### config.mk
export PLATFORM = sky130hd
export DESIGN_NAME = repeater_cfg
export DESIGN_NICKNAME = d
export VERILOG_FILES = /design/src/common/rptr_pkg.sv /design/src/common/cfg_load_if.sv /design/src/design/ee_loader.sv /design/src/design/repeater_cfg.sv
export SDC_FILE = /design/constraint.sdc
export NUM_CORES = 1
export LEC_CHECK = 0
export BUFFER_PORTS_ARGS = -buffer_cell sky130_fd_sc_hd__clkbuf_2
export CORE_AREA = 4 4 279 281
export CTS_BUF_LIST = sky130_fd_sc_hd__clkbuf_8
export DETAILED_ROUTE_END_ITERATION = 8
export DIE_AREA = 0 0 283 285
export GPL_ROUTABILITY_DRIVEN = 0
export HOLD_SLACK_MARGIN = 0.1
export PLACE_DENSITY = 0.61
export SETUP_SLACK_MARGIN = 0.02
export SLEW_MARGIN = 25
export SYNTH_ARGS = -nofsm -noshare
export SYNTH_HDL_FRONTEND = slang
export SYNTH_SLANG_ARGS = --single-unit
### constraint.sdc
create_clock -name sys_clk -period 2.9 [get_ports sys_clk]
set_input_delay 0.58 -clock sys_clk [delete_from_list [all_inputs] [get_ports sys_clk]]
set_output_delay 0.58 -clock sys_clk [all_outputs]
set_load 0.02 [all_outputs]
### src/common/rptr_pkg.sv
// Constants and types for the repeater channel configuration bank.
// Assumes an 8-bit register port and a same-clock EEPROM byte reader.
package rptr_pkg;
  localparam int NUM_CH       = 8;
  localparam int REGS_PER_CH  = 4;
  localparam int NUM_CFG      = 32;

  // Register offsets
  localparam logic [7:0] ADDR_CFG_LAST = 8'h1F;
  localparam logic [7:0] ADDR_SLV_ADDR = 8'h20;
  localparam logic [7:0] ADDR_STATUS   = 8'h21;
  localparam logic [7:0] ADDR_PTR      = 8'h22;
  localparam logic [7:0] ADDR_DATA     = 8'h23;

  // Per-channel register slots
  localparam int SLOT_CTRL  = 0;
  localparam int SLOT_BOOST = 1;
  localparam int SLOT_GAIN  = 2;
  localparam int SLOT_TAPS  = 3;

  // Field positions
  localparam int SD_OVR_LSB  = 0;
  localparam int BYPASS_BIT  = 2;
  localparam int GAIN_HI_BIT = 3;
  localparam int BW_LSB      = 4;
  localparam int LIMIT_BIT   = 6;
  localparam int BOOST1_LSB  = 0;
  localparam int BOOST2_LSB  = 3;
  localparam int DC_GAIN_LSB = 0;
  localparam int MAIN_LSB    = 4;
  localparam int PRE_LSB     = 0;
  localparam int POST_LSB    = 3;

  // Reset values
  localparam logic [7:0] CFG_RESET  = 8'h00;
  localparam logic [7:0] PTR_RESET  = 8'h00;

  // Signal-detect override codes; 2'h3 behaves as automatic
  localparam logic [1:0] SD_AUTO      = 2'h0;
  localparam logic [1:0] SD_FORCE_ON  = 2'h1;
  localparam logic [1:0] SD_FORCE_OFF = 2'h2;

  localparam logic [6:0] SLV_ADDR_BASE = 7'h18;
  localparam logic [7:0] EE_DEV_ADDR   = 8'hA0;
  localparam logic [4:0] EE_LAST_BYTE  = 5'h1F;
  localparam logic [1:0] STRAP_SETTLE  = 2'h3;

  typedef struct packed {
    logic [2:0] boost1;
    logic [2:0] boost2;
    logic       bypass;
    logic [1:0] bw;
    logic       gain_hi;
    logic [2:0] dc_gain;
    logic       limit_en;
    logic [2:0] pre;
    logic [2:0] main;
    logic [2:0] post;
    logic       path_en;
  } ch_cfg_type;

  typedef enum logic [3:0] {
    LD_IDLE = 4'h1,
    LD_REQ  = 4'h2,
    LD_WAIT = 4'h4,
    LD_DONE = 4'h8
  } load_state_type;
endpackage

### src/common/cfg_load_if.sv
// Write path from the EEPROM loader into the configuration bank.
// Assumes both ends run on sys_clk.
`timescale 1ns/1ps
`default_nettype none
interface cfg_load_if;
  logic       we;
  logic [4:0] idx;
  logic [7:0] data;
  logic       go;
  logic       busy;
  logic       done;
  logic       err;

  modport loader (output we, idx, data, busy, done, err, input go);
  modport bank   (input we, idx, data, busy, done, err, output go);
endinterface
`default_nettype wire

### src/design/ee_loader.sv
// EEPROM self-load sequencer: fetches the configuration bytes in order.
// Assumes a same-clock byte reader that answers each request once.
`timescale 1ns/1ps
`default_nettype none
module ee_loader (
  input  wire logic       sys_clk,
  input  wire logic       resetn,
  cfg_load_if.loader      lw,
  output logic [7:0]      ee_dev_addr,
  output logic            ee_rd_req,
  output logic [9:0]      ee_byte_addr,
  input  wire logic       ee_rd_valid,
  input  wire logic [7:0] ee_rd_data,
  input  wire logic       ee_rd_err
);
  typedef struct packed {
    rptr_pkg::load_state_type st;
    logic [4:0]               cnt;
    logic                     req;
    logic                     we;
    logic [7:0]               data;
    logic                     done;
    logic                     err;
  } load_type;

  load_type q;
  load_type d;

  always_comb begin
    d      = q;
    d.req  = 1'b0;
    d.we   = 1'b0;
    d.done = 1'b0;
    d.err  = 1'b0;
    // Index of the byte just written trails the counter by one write
    if (q.we) d.cnt = q.cnt + 5'h01;
    case (q.st)
      rptr_pkg::LD_IDLE: begin
        if (lw.go) begin
          d.cnt = 5'h00;
          d.st  = rptr_pkg::LD_REQ;
        end
      end
      rptr_pkg::LD_REQ: begin
        d.req = 1'b1;
        d.st  = rptr_pkg::LD_WAIT;
      end
      rptr_pkg::LD_WAIT: begin
        if (ee_rd_err) begin
          // A failed load stops here; the done pin stays released
          d.err = 1'b1;
          d.st  = rptr_pkg::LD_DONE;
        end else if (ee_rd_valid) begin
          d.we   = 1'b1;
          d.data = ee_rd_data;
          if (q.cnt == rptr_pkg::EE_LAST_BYTE) begin
            d.done = 1'b1;
            d.st   = rptr_pkg::LD_DONE;
          end else begin
            d.st = rptr_pkg::LD_REQ;
          end
        end
      end
      rptr_pkg::LD_DONE: d.st = rptr_pkg::LD_DONE;
      default: d.st = rptr_pkg::LD_IDLE;
    endcase
  end

  always_ff @(posedge sys_clk or negedge resetn) begin
    if (!resetn) begin
      q    <= '0;
      q.st <= rptr_pkg::LD_IDLE;
    end else begin
      q <= d;
    end
  end

  assign lw.we        = q.we;
  assign lw.idx       = q.cnt;
  assign lw.data      = q.data;
  assign lw.done      = q.done;
  assign lw.err       = q.err;
  assign lw.busy      = (q.st == rptr_pkg::LD_REQ) || (q.st == rptr_pkg::LD_WAIT);
  assign ee_dev_addr  = rptr_pkg::EE_DEV_ADDR;
  assign ee_rd_req    = q.req;
  assign ee_byte_addr = {5'h00, q.cnt};
endmodule
`default_nettype wire

### src/design/repeater_cfg.sv
// Eight-channel repeater configuration bank with strap and load control.
// Assumes pads deliver four-level straps as 2-bit codes and that
// mgmt_mode_select reads 1 when pulled to supply, 0 when floating.
// Behaviour
// - Eight channels hold independent settings
// - Signal detect powers path on or off
// - Automatic detect after reset; software may override
// - Two stages with 3-bit boost codes
// - Stage-one bypass per channel
// - 2-bit bandwidth code per channel
// - High or low wideband gain select
// - 3-bit driver DC gain field
// - Limiting mode enables three-tap filter settings
// - Sample address straps once after reset
// - Each strap decodes to four levels
// - Address is 0x18 plus 4*upper plus lower
// - Mode pin pulled high selects slave only
// - Slave mode: trigger low resets registers
// - Slave mode: done pin follows trigger low
// - Slave port plus EEPROM master self-load
// - Master waits trigger low, reads EEPROM 0xA0
// - After load drive done low, revert slave
// - Data window writes auto-increment register pointer; reads leave it
//
// The implementer's own choices: the address-and-strobe port and the address map.
`timescale 1ns/1ps
`default_nettype none
module repeater_cfg (
  input  wire logic                    sys_clk,
  input  wire logic                    resetn,
  input  wire logic [7:0]              reg_addr,
  input  wire logic [7:0]              reg_wdata,
  input  wire logic                    reg_wr,
  input  wire logic                    reg_rd,
  output logic [7:0]                   reg_rdata,
  input  wire logic [7:0]              sig_detect,
  input  wire logic [1:0]              strap_hi_lvl,
  input  wire logic [1:0]              strap_lo_lvl,
  input  wire logic                    mgmt_mode_select,
  input  wire logic                    load_trigger_n,
  output logic                         load_done_n_o,
  output logic                         load_done_n_oe_n,
  output rptr_pkg::ch_cfg_type [7:0]   ch_cfg,
  output logic [6:0]                   slave_addr,
  output logic [7:0]                   ee_dev_addr,
  output logic                         ee_rd_req,
  output logic [9:0]                   ee_byte_addr,
  input  wire logic                    ee_rd_valid,
  input  wire logic [7:0]              ee_rd_data,
  input  wire logic                    ee_rd_err
);
  typedef struct packed {
    logic [7:0]                 sd_m;
    logic [7:0]                 sd_s;
    logic [1:0]                 hi_m;
    logic [1:0]                 hi_s;
    logic [1:0]                 lo_m;
    logic [1:0]                 lo_s;
    logic                       mode_m;
    logic                       mode_s;
    logic                       trig_m;
    logic                       trig_s;
    logic [1:0]                 strap_cnt;
    logic                       strap_done;
    logic [6:0]                 slv_addr;
    logic [31:0][7:0]           cfg;
    logic [7:0]                 ptr;
    logic [7:0]                 rdata;
    logic                       loaded;
    logic                       load_err;
    logic                       go;
    logic                       done_oe_n;
    rptr_pkg::ch_cfg_type [7:0] ch_out;
  } bank_state_type;

  bank_state_type q;
  bank_state_type d;

  cfg_load_if lw ();

  ee_loader u_loader (
    .sys_clk      (sys_clk),
    .resetn       (resetn),
    .lw           (lw.loader),
    .ee_dev_addr  (ee_dev_addr),
    .ee_rd_req    (ee_rd_req),
    .ee_byte_addr (ee_byte_addr),
    .ee_rd_valid  (ee_rd_valid),
    .ee_rd_data   (ee_rd_data),
    .ee_rd_err    (ee_rd_err)
  );

  always_comb begin
    logic [7:0] b_ctrl;
    logic [7:0] b_boost;
    logic [7:0] b_gain;
    logic [7:0] b_taps;
    logic       slave_rst;
    b_ctrl    = 8'h00;
    b_boost   = 8'h00;
    b_gain    = 8'h00;
    b_taps    = 8'h00;
    slave_rst = 1'b0;
    d         = q;

    // Pin synchronisers
    d.sd_m   = sig_detect;
    d.sd_s   = q.sd_m;
    d.hi_m   = strap_hi_lvl;
    d.hi_s   = q.hi_m;
    d.lo_m   = strap_lo_lvl;
    d.lo_s   = q.lo_m;
    d.mode_m = mgmt_mode_select;
    d.mode_s = q.mode_m;
    d.trig_m = load_trigger_n;
    d.trig_s = q.trig_m;

    // Straps are caught once the synchronisers hold post-reset values
    if (!q.strap_done) begin
      if (q.strap_cnt == rptr_pkg::STRAP_SETTLE) begin
        d.strap_done = 1'b1;
        // Each 2-bit code is low, resistor, float, high as 0..3
        d.slv_addr = rptr_pkg::SLV_ADDR_BASE + {3'b000, q.hi_s, 2'b00}
                   + {5'b00000, q.lo_s};
      end else begin
        d.strap_cnt = q.strap_cnt + 2'h1;
      end
    end

    // Read data stands for one cycle only
    d.rdata = 8'h00;
    if (reg_rd) begin
      if (reg_addr <= rptr_pkg::ADDR_CFG_LAST) begin
        d.rdata = q.cfg[reg_addr[4:0]];
      end else begin
        case (reg_addr)
          rptr_pkg::ADDR_SLV_ADDR: d.rdata = {1'b0, q.slv_addr};
          rptr_pkg::ADDR_STATUS:   d.rdata = {3'b000, q.strap_done,
                                              q.load_err, q.loaded,
                                              lw.busy, q.mode_s};
          rptr_pkg::ADDR_PTR:      d.rdata = q.ptr;
          rptr_pkg::ADDR_DATA: begin
            if (q.ptr <= rptr_pkg::ADDR_CFG_LAST) begin
              d.rdata = q.cfg[q.ptr[4:0]];
            end
          end
          default: d.rdata = 8'h00;
        endcase
      end
    end

    // Loader writes win; register-port writes are ignored while it runs, reads are still served
    if (lw.we) begin
      d.cfg[lw.idx] = lw.data;
    end else if (reg_wr && !lw.busy) begin
      if (reg_addr <= rptr_pkg::ADDR_CFG_LAST) begin
        d.cfg[reg_addr[4:0]] = reg_wdata;
      end else begin
        case (reg_addr)
          rptr_pkg::ADDR_PTR: d.ptr = reg_wdata;
          rptr_pkg::ADDR_DATA: begin
            if (q.ptr <= rptr_pkg::ADDR_CFG_LAST) begin
              d.cfg[q.ptr[4:0]] = reg_wdata;
            end
            d.ptr = q.ptr + 8'h01;
          end
          default: d.ptr = q.ptr;
        endcase
      end
    end

    // Trigger doubles as a register reset only when strapped slave
    slave_rst = q.mode_s && !q.trig_s;
    if (slave_rst) begin
      d.cfg = {rptr_pkg::NUM_CFG{rptr_pkg::CFG_RESET}};
      d.ptr = rptr_pkg::PTR_RESET;
    end

    // Self-load starts only in master mode and only once
    d.go = !q.mode_s && !q.trig_s && !q.loaded && q.strap_done;
    if (lw.done) d.loaded = 1'b1;
    if (lw.err) d.load_err = 1'b1;

    // Done pin: released unless slave trigger is low or a load finished
    d.done_oe_n = 1'b1;
    if (q.mode_s && !q.trig_s) d.done_oe_n = 1'b0;
    if (q.loaded) d.done_oe_n = 1'b0;

    // Each channel reads only its own four bytes
    for (int c = 0; c < rptr_pkg::NUM_CH; c++) begin
      b_ctrl  = q.cfg[c * rptr_pkg::REGS_PER_CH + rptr_pkg::SLOT_CTRL];
      b_boost = q.cfg[c * rptr_pkg::REGS_PER_CH + rptr_pkg::SLOT_BOOST];
      b_gain  = q.cfg[c * rptr_pkg::REGS_PER_CH + rptr_pkg::SLOT_GAIN];
      b_taps  = q.cfg[c * rptr_pkg::REGS_PER_CH + rptr_pkg::SLOT_TAPS];
      d.ch_out[c].boost1  = b_boost[rptr_pkg::BOOST1_LSB +: 3];
      d.ch_out[c].boost2  = b_boost[rptr_pkg::BOOST2_LSB +: 3];
      d.ch_out[c].bypass  = b_ctrl[rptr_pkg::BYPASS_BIT];
      d.ch_out[c].bw      = b_ctrl[rptr_pkg::BW_LSB +: 2];
      d.ch_out[c].gain_hi = b_ctrl[rptr_pkg::GAIN_HI_BIT];
      d.ch_out[c].dc_gain = b_gain[rptr_pkg::DC_GAIN_LSB +: 3];
      d.ch_out[c].limit_en = b_ctrl[rptr_pkg::LIMIT_BIT];
      // Taps only matter in limiting mode; polarity is fixed downstream
      d.ch_out[c].pre  = b_taps[rptr_pkg::PRE_LSB +: 3];
      d.ch_out[c].main = b_gain[rptr_pkg::MAIN_LSB +: 3];
      d.ch_out[c].post = b_taps[rptr_pkg::POST_LSB +: 3];
      case (b_ctrl[rptr_pkg::SD_OVR_LSB +: 2])
        rptr_pkg::SD_FORCE_ON:  d.ch_out[c].path_en = 1'b1;
        rptr_pkg::SD_FORCE_OFF: d.ch_out[c].path_en = 1'b0;
        default:                d.ch_out[c].path_en = q.sd_s[c];
      endcase
    end
  end

  always_ff @(posedge sys_clk or negedge resetn) begin
    if (!resetn) begin
      q           <= '0;
      q.cfg       <= {rptr_pkg::NUM_CFG{rptr_pkg::CFG_RESET}};
      q.ptr       <= rptr_pkg::PTR_RESET;
      q.done_oe_n <= 1'b1;
    end else begin
      q <= d;
    end
  end

  assign lw.go            = q.go;
  assign reg_rdata        = q.rdata;
  assign load_done_n_o    = 1'b0;
  assign load_done_n_oe_n = q.done_oe_n;
  assign ch_cfg           = q.ch_out;
  assign slave_addr       = q.slv_addr;
endmodule
`default_nettype wire

**Yosys cells after proc, flatten, opt, wreduce, memory -nomap -nowiden**

Index checks and enable logic that the tools add are counted.

- Logic and storage cells: 267
- Bits of input ports: 44
- Output and inout bits: 228
- Bits in registers: 527

- $lt $le $gt $ge: 8
- Reductions and logical operators: 24
- Eq/ne operators: 30
- Add/subtract/negate cells: 5
- Bitwise logic cells: 3
- Multiplexer cells: 51

Operators by type and width:

| cell | count |
|---|---|
| 256-bit two-way mux | 4 |
| 256-bit bitwise mux | 3 |
| 264-bit two-way mux | 2 |
| 8-bit demux with 5-bit select | 3 |
| 8-bit two-way mux | 12 |
| 8-bit binary-select mux with 5-bit select | 2 |
| 8-bit by 6-bit == test with 1-bit output (second input constant) | 4 |
| 8-bit one-hot mux with 4 select lines | 1 |
| 10-bit two-way mux | 2 |
| 2-bit == test (second input constant) | 9 |
| 5-bit by 6-bit < comparator with 1-bit output (second input constant) | 3 |
| 2-bit by 1-bit == test with 1-bit output (second input constant) | 8 |
| 8-bit by 5-bit <= comparator with 1-bit output (second input constant) | 2 |
| 1-bit one-hot mux with 2 select lines | 8 |
| 4-bit one-hot mux with 4 select lines | 1 |
| 8-bit one-hot mux with 2 select lines | 1 |
| 5-bit by 1-bit greater-or-equal comparator with 1-bit output (second input constant) | 3 |
| 4-bit two-way mux | 3 |
| 11-bit two-way mux | 1 |
| 5-bit two-way mux | 2 |
| 9-bit two-way mux | 1 |
| 8-bit by 1-bit adder with 8-bit output (second input constant) | 1 |
| 1-bit logical AND | 8 |
| 4-bit nonzero test | 2 |
| other kinds (20) | 35 |

**Logic depth before layout (Yosys ltp)**

- Word-level depth: 11
- Depth in mapped cells: 10
- Depth with buffers taken out: 6

**By module**

A second synthesis with hierarchy kept.

- Cells, all modules: 2266
- Area, all modules: 26995.9 um^2

Modules (own cells, without submodules):

| module | area an instance (um^2) | cells each | seq. area each (um^2) | instances |
|---|---|---|---|---|
| repeater_cfg | 25798.5 | 2162 | 12613.3 | 1 |
| ee_loader | 1197.4 | 104 | 526.8 | 1 |

**Worst setup path before layout**

Ideal clock, no wire load.

- Path kind: register to register
- Start point: reg q[205] in the netlist's numbering
- End point: reg q (netlist bit d[67])
- Setup time: 128 ps
- Data required time: 2772 ps
- Arrival: 2911 ps
- Setup slack: -139 ps
- Cell stages (with the launch flop): 11
- Cell sequence: dfrtp_1 > clkbuf_1 > clkbuf_1 > clkbuf_1 > inv_1 > ha_1 > nor2b_1 > clkbuf_1 > a22oi_1 > a221oi_4 > mux2_1

- Cells in the longest elaborated chain, start to end: 11

Ends and longest elaborated chain:

| item | RTL line | RTL |
|---|---|---|
| start: declaration | repeater_cfg.sv:76 | `bank_state_type q;` |
| 5-bit by 6-bit < comparator with 1-bit output (implied by the code) or 5-bit by 1-bit greater-or-equal comparator with 1-bit output (tied branches) | repeater_cfg.sv:163 | `d.cfg[q.ptr[4:0]] = reg_wdata;` |
| 1-bit logical AND (implied by the code) | repeater_cfg.sv:163 |  |
| 8-bit two-way mux (implied by the code) | repeater_cfg.sv:163 |  |
| 8-bit demux with 5-bit select | repeater_cfg.sv:163 |  |
| 256-bit bitwise mux | repeater_cfg.sv:163 |  |
| 256-bit two-way mux | repeater_cfg.sv:162 | `if (q.ptr <= rptr_pkg::ADDR_CFG_LAST) begin` |
| 256-bit two-way mux | repeater_cfg.sv:159 | `case (reg_addr)` |
| 256-bit two-way mux | repeater_cfg.sv:156 | `if (reg_addr <= rptr_pkg::ADDR_CFG_LAST) begin` |
| 264-bit two-way mux | repeater_cfg.sv:155 | `end else if (reg_wr && !lw.busy) begin` |
| 256-bit two-way mux | repeater_cfg.sv:153 | `if (lw.we) begin` |
| 264-bit two-way mux | repeater_cfg.sv:174 | `if (slave_rst) begin` |

Parallel ways exist; a longest one is shown, timed or not. The select of a mux whose other input is x is not followed.
A chain may end at the register's enable or synchronous reset.

==> results.py <==
metrics = {
    "timing": {
        "layout_setup_ws_ns": -0.0614,
        "layout_min_cycle_time_ns": 2.96,
        "hold_viol_final": 0,
        "finalClockSkew_ns": 0.0425,
        "clock.fmax_mhz": 338,
        "fin_crit_sh": 1.02,
        "rsz0062_at_grt": "no",
        "worst_slew_pin_slew_ns": 1.06,
        "setup_viol": 1,
        "slew_headroom": 0.281,
        "report.final.slew_viol_count": 0,
        "finalSetupTns_ns": -0.0614,
    },
    "critical_path": {
        "cp_data_arrival_time_ns": 3.54,
        "cp_top_family": "simple AND/OR/NAND/NOR gates",
        "crit-reg2reg-capture": "reg_rdata[5]",
        "setup.reg_to_reg.worst_slack_ns": -0.06,
        "startpoint_type": "flip-flop",
        "worstPathBufferInverterCount": 0,
        "worstSetupStartpoint": "q[208]",
        "crit_path_cell_trace": "or4b_2 -> o22ai_1 -> nor4_1 -> nand2_1 -> a21oi_1 -> a21oi_1",
        "critical_path.endpoint_type": "flip-flop",
        "critical_path_class": "flip-flop to flip-flop",
        "rr_startpoint": "q[208]",
        "cpMaxStageDelayCell": "dfrtp_1",
        "worstPathMaxFanout": 19,
        "critPathRequiredTime_ns": 3.47,
        "reg2reg_depth": 6,
        "cpPeakStageDelay_ns": 0.83,
        "critical_path.most_common_cell": "a21oi_1",
    },
    "clocking": {
        "clkLatencyLatePin_ns": 0.73,
        "path_clk_slew_ns": 0.07,
        "clock_tree.root_cell": "clkbuf_8",
        "clockBufferDepth": 3,
        "htreeDepth": 3,
        "cts_setup_buffers": 0,
        "clkSinkCount": 525,
        "tritoncts_clock_tree": "yes",
        "cts_made_buffers": 90,
    },
    "grt": {
        "antenna_found_initial": 6,
        "gr-total-overflow": 0,
        "gr-usage-met3": 0.0845,
        "first_global_vias": 21700,
        "grt.met2_usage": 0.390,
        "top_usage_layer": "met2",
        "largest_net_degree_at_the_start_of_global_routing": 72,
        "wire_length_of_the_first_global_routing_pass_mm": 150,
        "grt_util_all_layers": 0.250,
        "met1_usage": 0.309,
    },
    "routing": {
        "route.detailed.drc": 0,
        "routed-via-count": 21600,
        "mean_number_of_vias_per_cell": 6.12,
        "mean_routed_wirelength_per_cell_um": 29.4,
        "drtIter0Drc": 3253,
        "wl_mm": 104,
        "antenna_violating_nets_post_route": 0,
        "drt_pass1_iterations": 8,
    },
    "floorplanning": {
        "rows": 101,
        "core_area_mm2": 0.0754,
        "initial_utilization": 0.357,
        "fp.dieArea_mm2": 0.0807,
        "boundaryPins": 272,
        "floorplan.die.height_um": 285,
        "die_width_um": 283,
    },
    "synthesis": {
        "synth_largest_type_area_fraction": 0.486,
        "synth_top_cells_by_area": "dfrtp_1 (49%), mux2_2 (11%), mux2i_1 (9.5%), o22ai_1 (7.5%), buf_4 (6.3%)",
        "synth_enable_flop_cells": 0,
        "ys_top_cells_by_count": "dfrtp_1 (523), o22ai_1 (322), mux2_2 (263)",
        "post-synth-top-count-cell": "dfrtp_1",
        "yosys_register_bits": 525,
        "syn_area_mm2": 0.0269,
        "asyncSetResetFlopFracSynth": 1.00,
        "yosys_warnings": 0,
        "seq_area_frac_synth": 0.488,
        "dominantRegCellSynth": "dfrtp_1",
        "synth_area_per_inst_um2": 11.8,
        "synth_cells": 2276,
        "synth_area_leader_cell": "dfrtp_1",
        "post_synth_num_cell_types": 54,
    },
    "cells_and_area": {
        "final_core_utilization": 0.420,
        "fillers": 7003,
        "final_net_count": 2544,
        "area_growth_syn_to_layout_pct": 17.5,
        "drive_above_1_share": 0.373,
    },
    "worst_hold_path": {
        "min_path_type": "primary input to flip-flop",
        "worst_hold_path_depth": 2,
        "sink_of_the_worst_hold_path": "u_loader.lw.done",
        "worst_hold_startpoint": "ee_rd_valid",
    },
    "pwr": {
        "pwr_density_mw_per_mm2": 601,
        "irDropWorstVdd_v": 0.000405,
        "static-leakage-power_nw": 14.1,
    },
    "status": {
        "failed_checks": "negative setup slack",
        "status": "complete, but fails checks",
    },
    "place": {
        "io_buffer_count": 256,
        "pre_cts_slack_ns": -0.0444,
        "detailed_place_hpwl_mm": 75.8,
    },
    "job": {
        "maxCapViolCount": 0,
    },
}
-- timing repair --
action / 4_1_cts / 5_1_grt
hold buffers: 23 / 0
setup endpoints to repair: 0 / 59
gates resized for setup: 0 / 5
hold endpoints to repair: 65 / 0
-- layer usage --
metal  vias to the layer above  wire (um)
li1                       8768          -
met3                       472      11900
met2                      1603      46200
met5                         -         21
met4                         4       6840
met1                     10800      38800
-- worst register-to-register path: stages, from the launching register on --
cell     delay (ns)
dfrtp_1        0.83
or4b_2         0.81
o22ai_1        0.45
nor4_1         0.09
nand2_1        0.18
a21oi_1        0.10
a21oi_1        0.37
-- flip-flops by register name (all words and copies together), names as in the netlist, 4 cells and up --
name / flops
d: 198
ch_cfg: 192
q: 99
reg_rdata: 8
u_loader.lw.data: 8
slave_addr: 5
u_loader.lw.idx: 5
u_loader.q: 4
-- final cells by class --
cell class / count / area, um^2 / share of cell area
repair buffers: 499 / 3690 / 0.117
diodes: 2 / 5.00 / 0.000158
clock inverters: 38 / 334 / 0.0106
inverters: 17 / 63.8 / 0.00202
flip-flops and latches: 525 / 13100 / 0.415
multi-input cells: 1349 / 11500 / 0.363
well taps: 978 / 1220 / 0.0387
clock buffers: 124 / 1710 / 0.0539
-- through the flow --
stage | cells | instance area (um^2) | total power [mW] | hold WS [ns]
final | 3532 | 31700 | 19.0 | 0.143
after global routing | 3531 | 31700 | 19.7 | 0.129
after CTS | 3530 | 31600 | 19.1 | 0.110
after detailed placement | 3345 | 29400 | 11.6 | 0.335
after global placement | 3345 | 29400 | 11.5 | 0.334
after floorplan | 2289 | 27000 | 10.5 | 0.284
-- kinds of logic after synthesis --
kind of cell               Yosys count  share of synthesized area
AOI/OAI and AO/OA                  499                      0.141
and+or+nand+nor                    283                     0.0586
xor gates and xnor gates             5                    0.00163
buffers and inverters              415                     0.0904
DFF                                525                      0.488
muxes                              529                      0.211
other                                2                   0.000279
adders and majority gates           18                    0.00836
-- how the worst max path moves through the flow --
stage,end,slack [ns],cells after the start
floorplan,d[178],0.11,10
global placement,reg_rdata[7],-0.19,8
detailed placement,q[405],-0.04,8
CTS,d[71],0.12,6
global route,reg_rdata[5],0.04,6
finish,reg_rdata[5],-0.06,6
-- cells in the final DEF (no fill, tap or decap), types with 23 or more instances in the layout --
master | synthesis | layout
dfrtp_1 | 523 | 519
o22ai_1 | 322 | 322
mux2_2 | 263 | 263
mux2i_1 | 255 | 255
clkbuf_2 | 0 | 254
buf_4 | 226 | 179
clkbuf_8 | 0 | 124
nand2_1 | 79 | 79
a22oi_1 | 79 | 72
buf_12 | 0 | 41
nor2_1 | 38 | 37
inv_1 | 16 | 31
a221oi_4 | 31 | 31
a21oi_1 | 29 | 29
nand3_1 | 24 | 24
o21ai_0 | 24 | 24
dlygate4sd3_1 | 0 | 23
-- report_power, final --
part	switching, mW	internal [mW]
registers	0.760	8.04
clock network	3.14	4.33
logic	1.73	1.03
No activity file was read; power rests on OpenSTA's default activity.
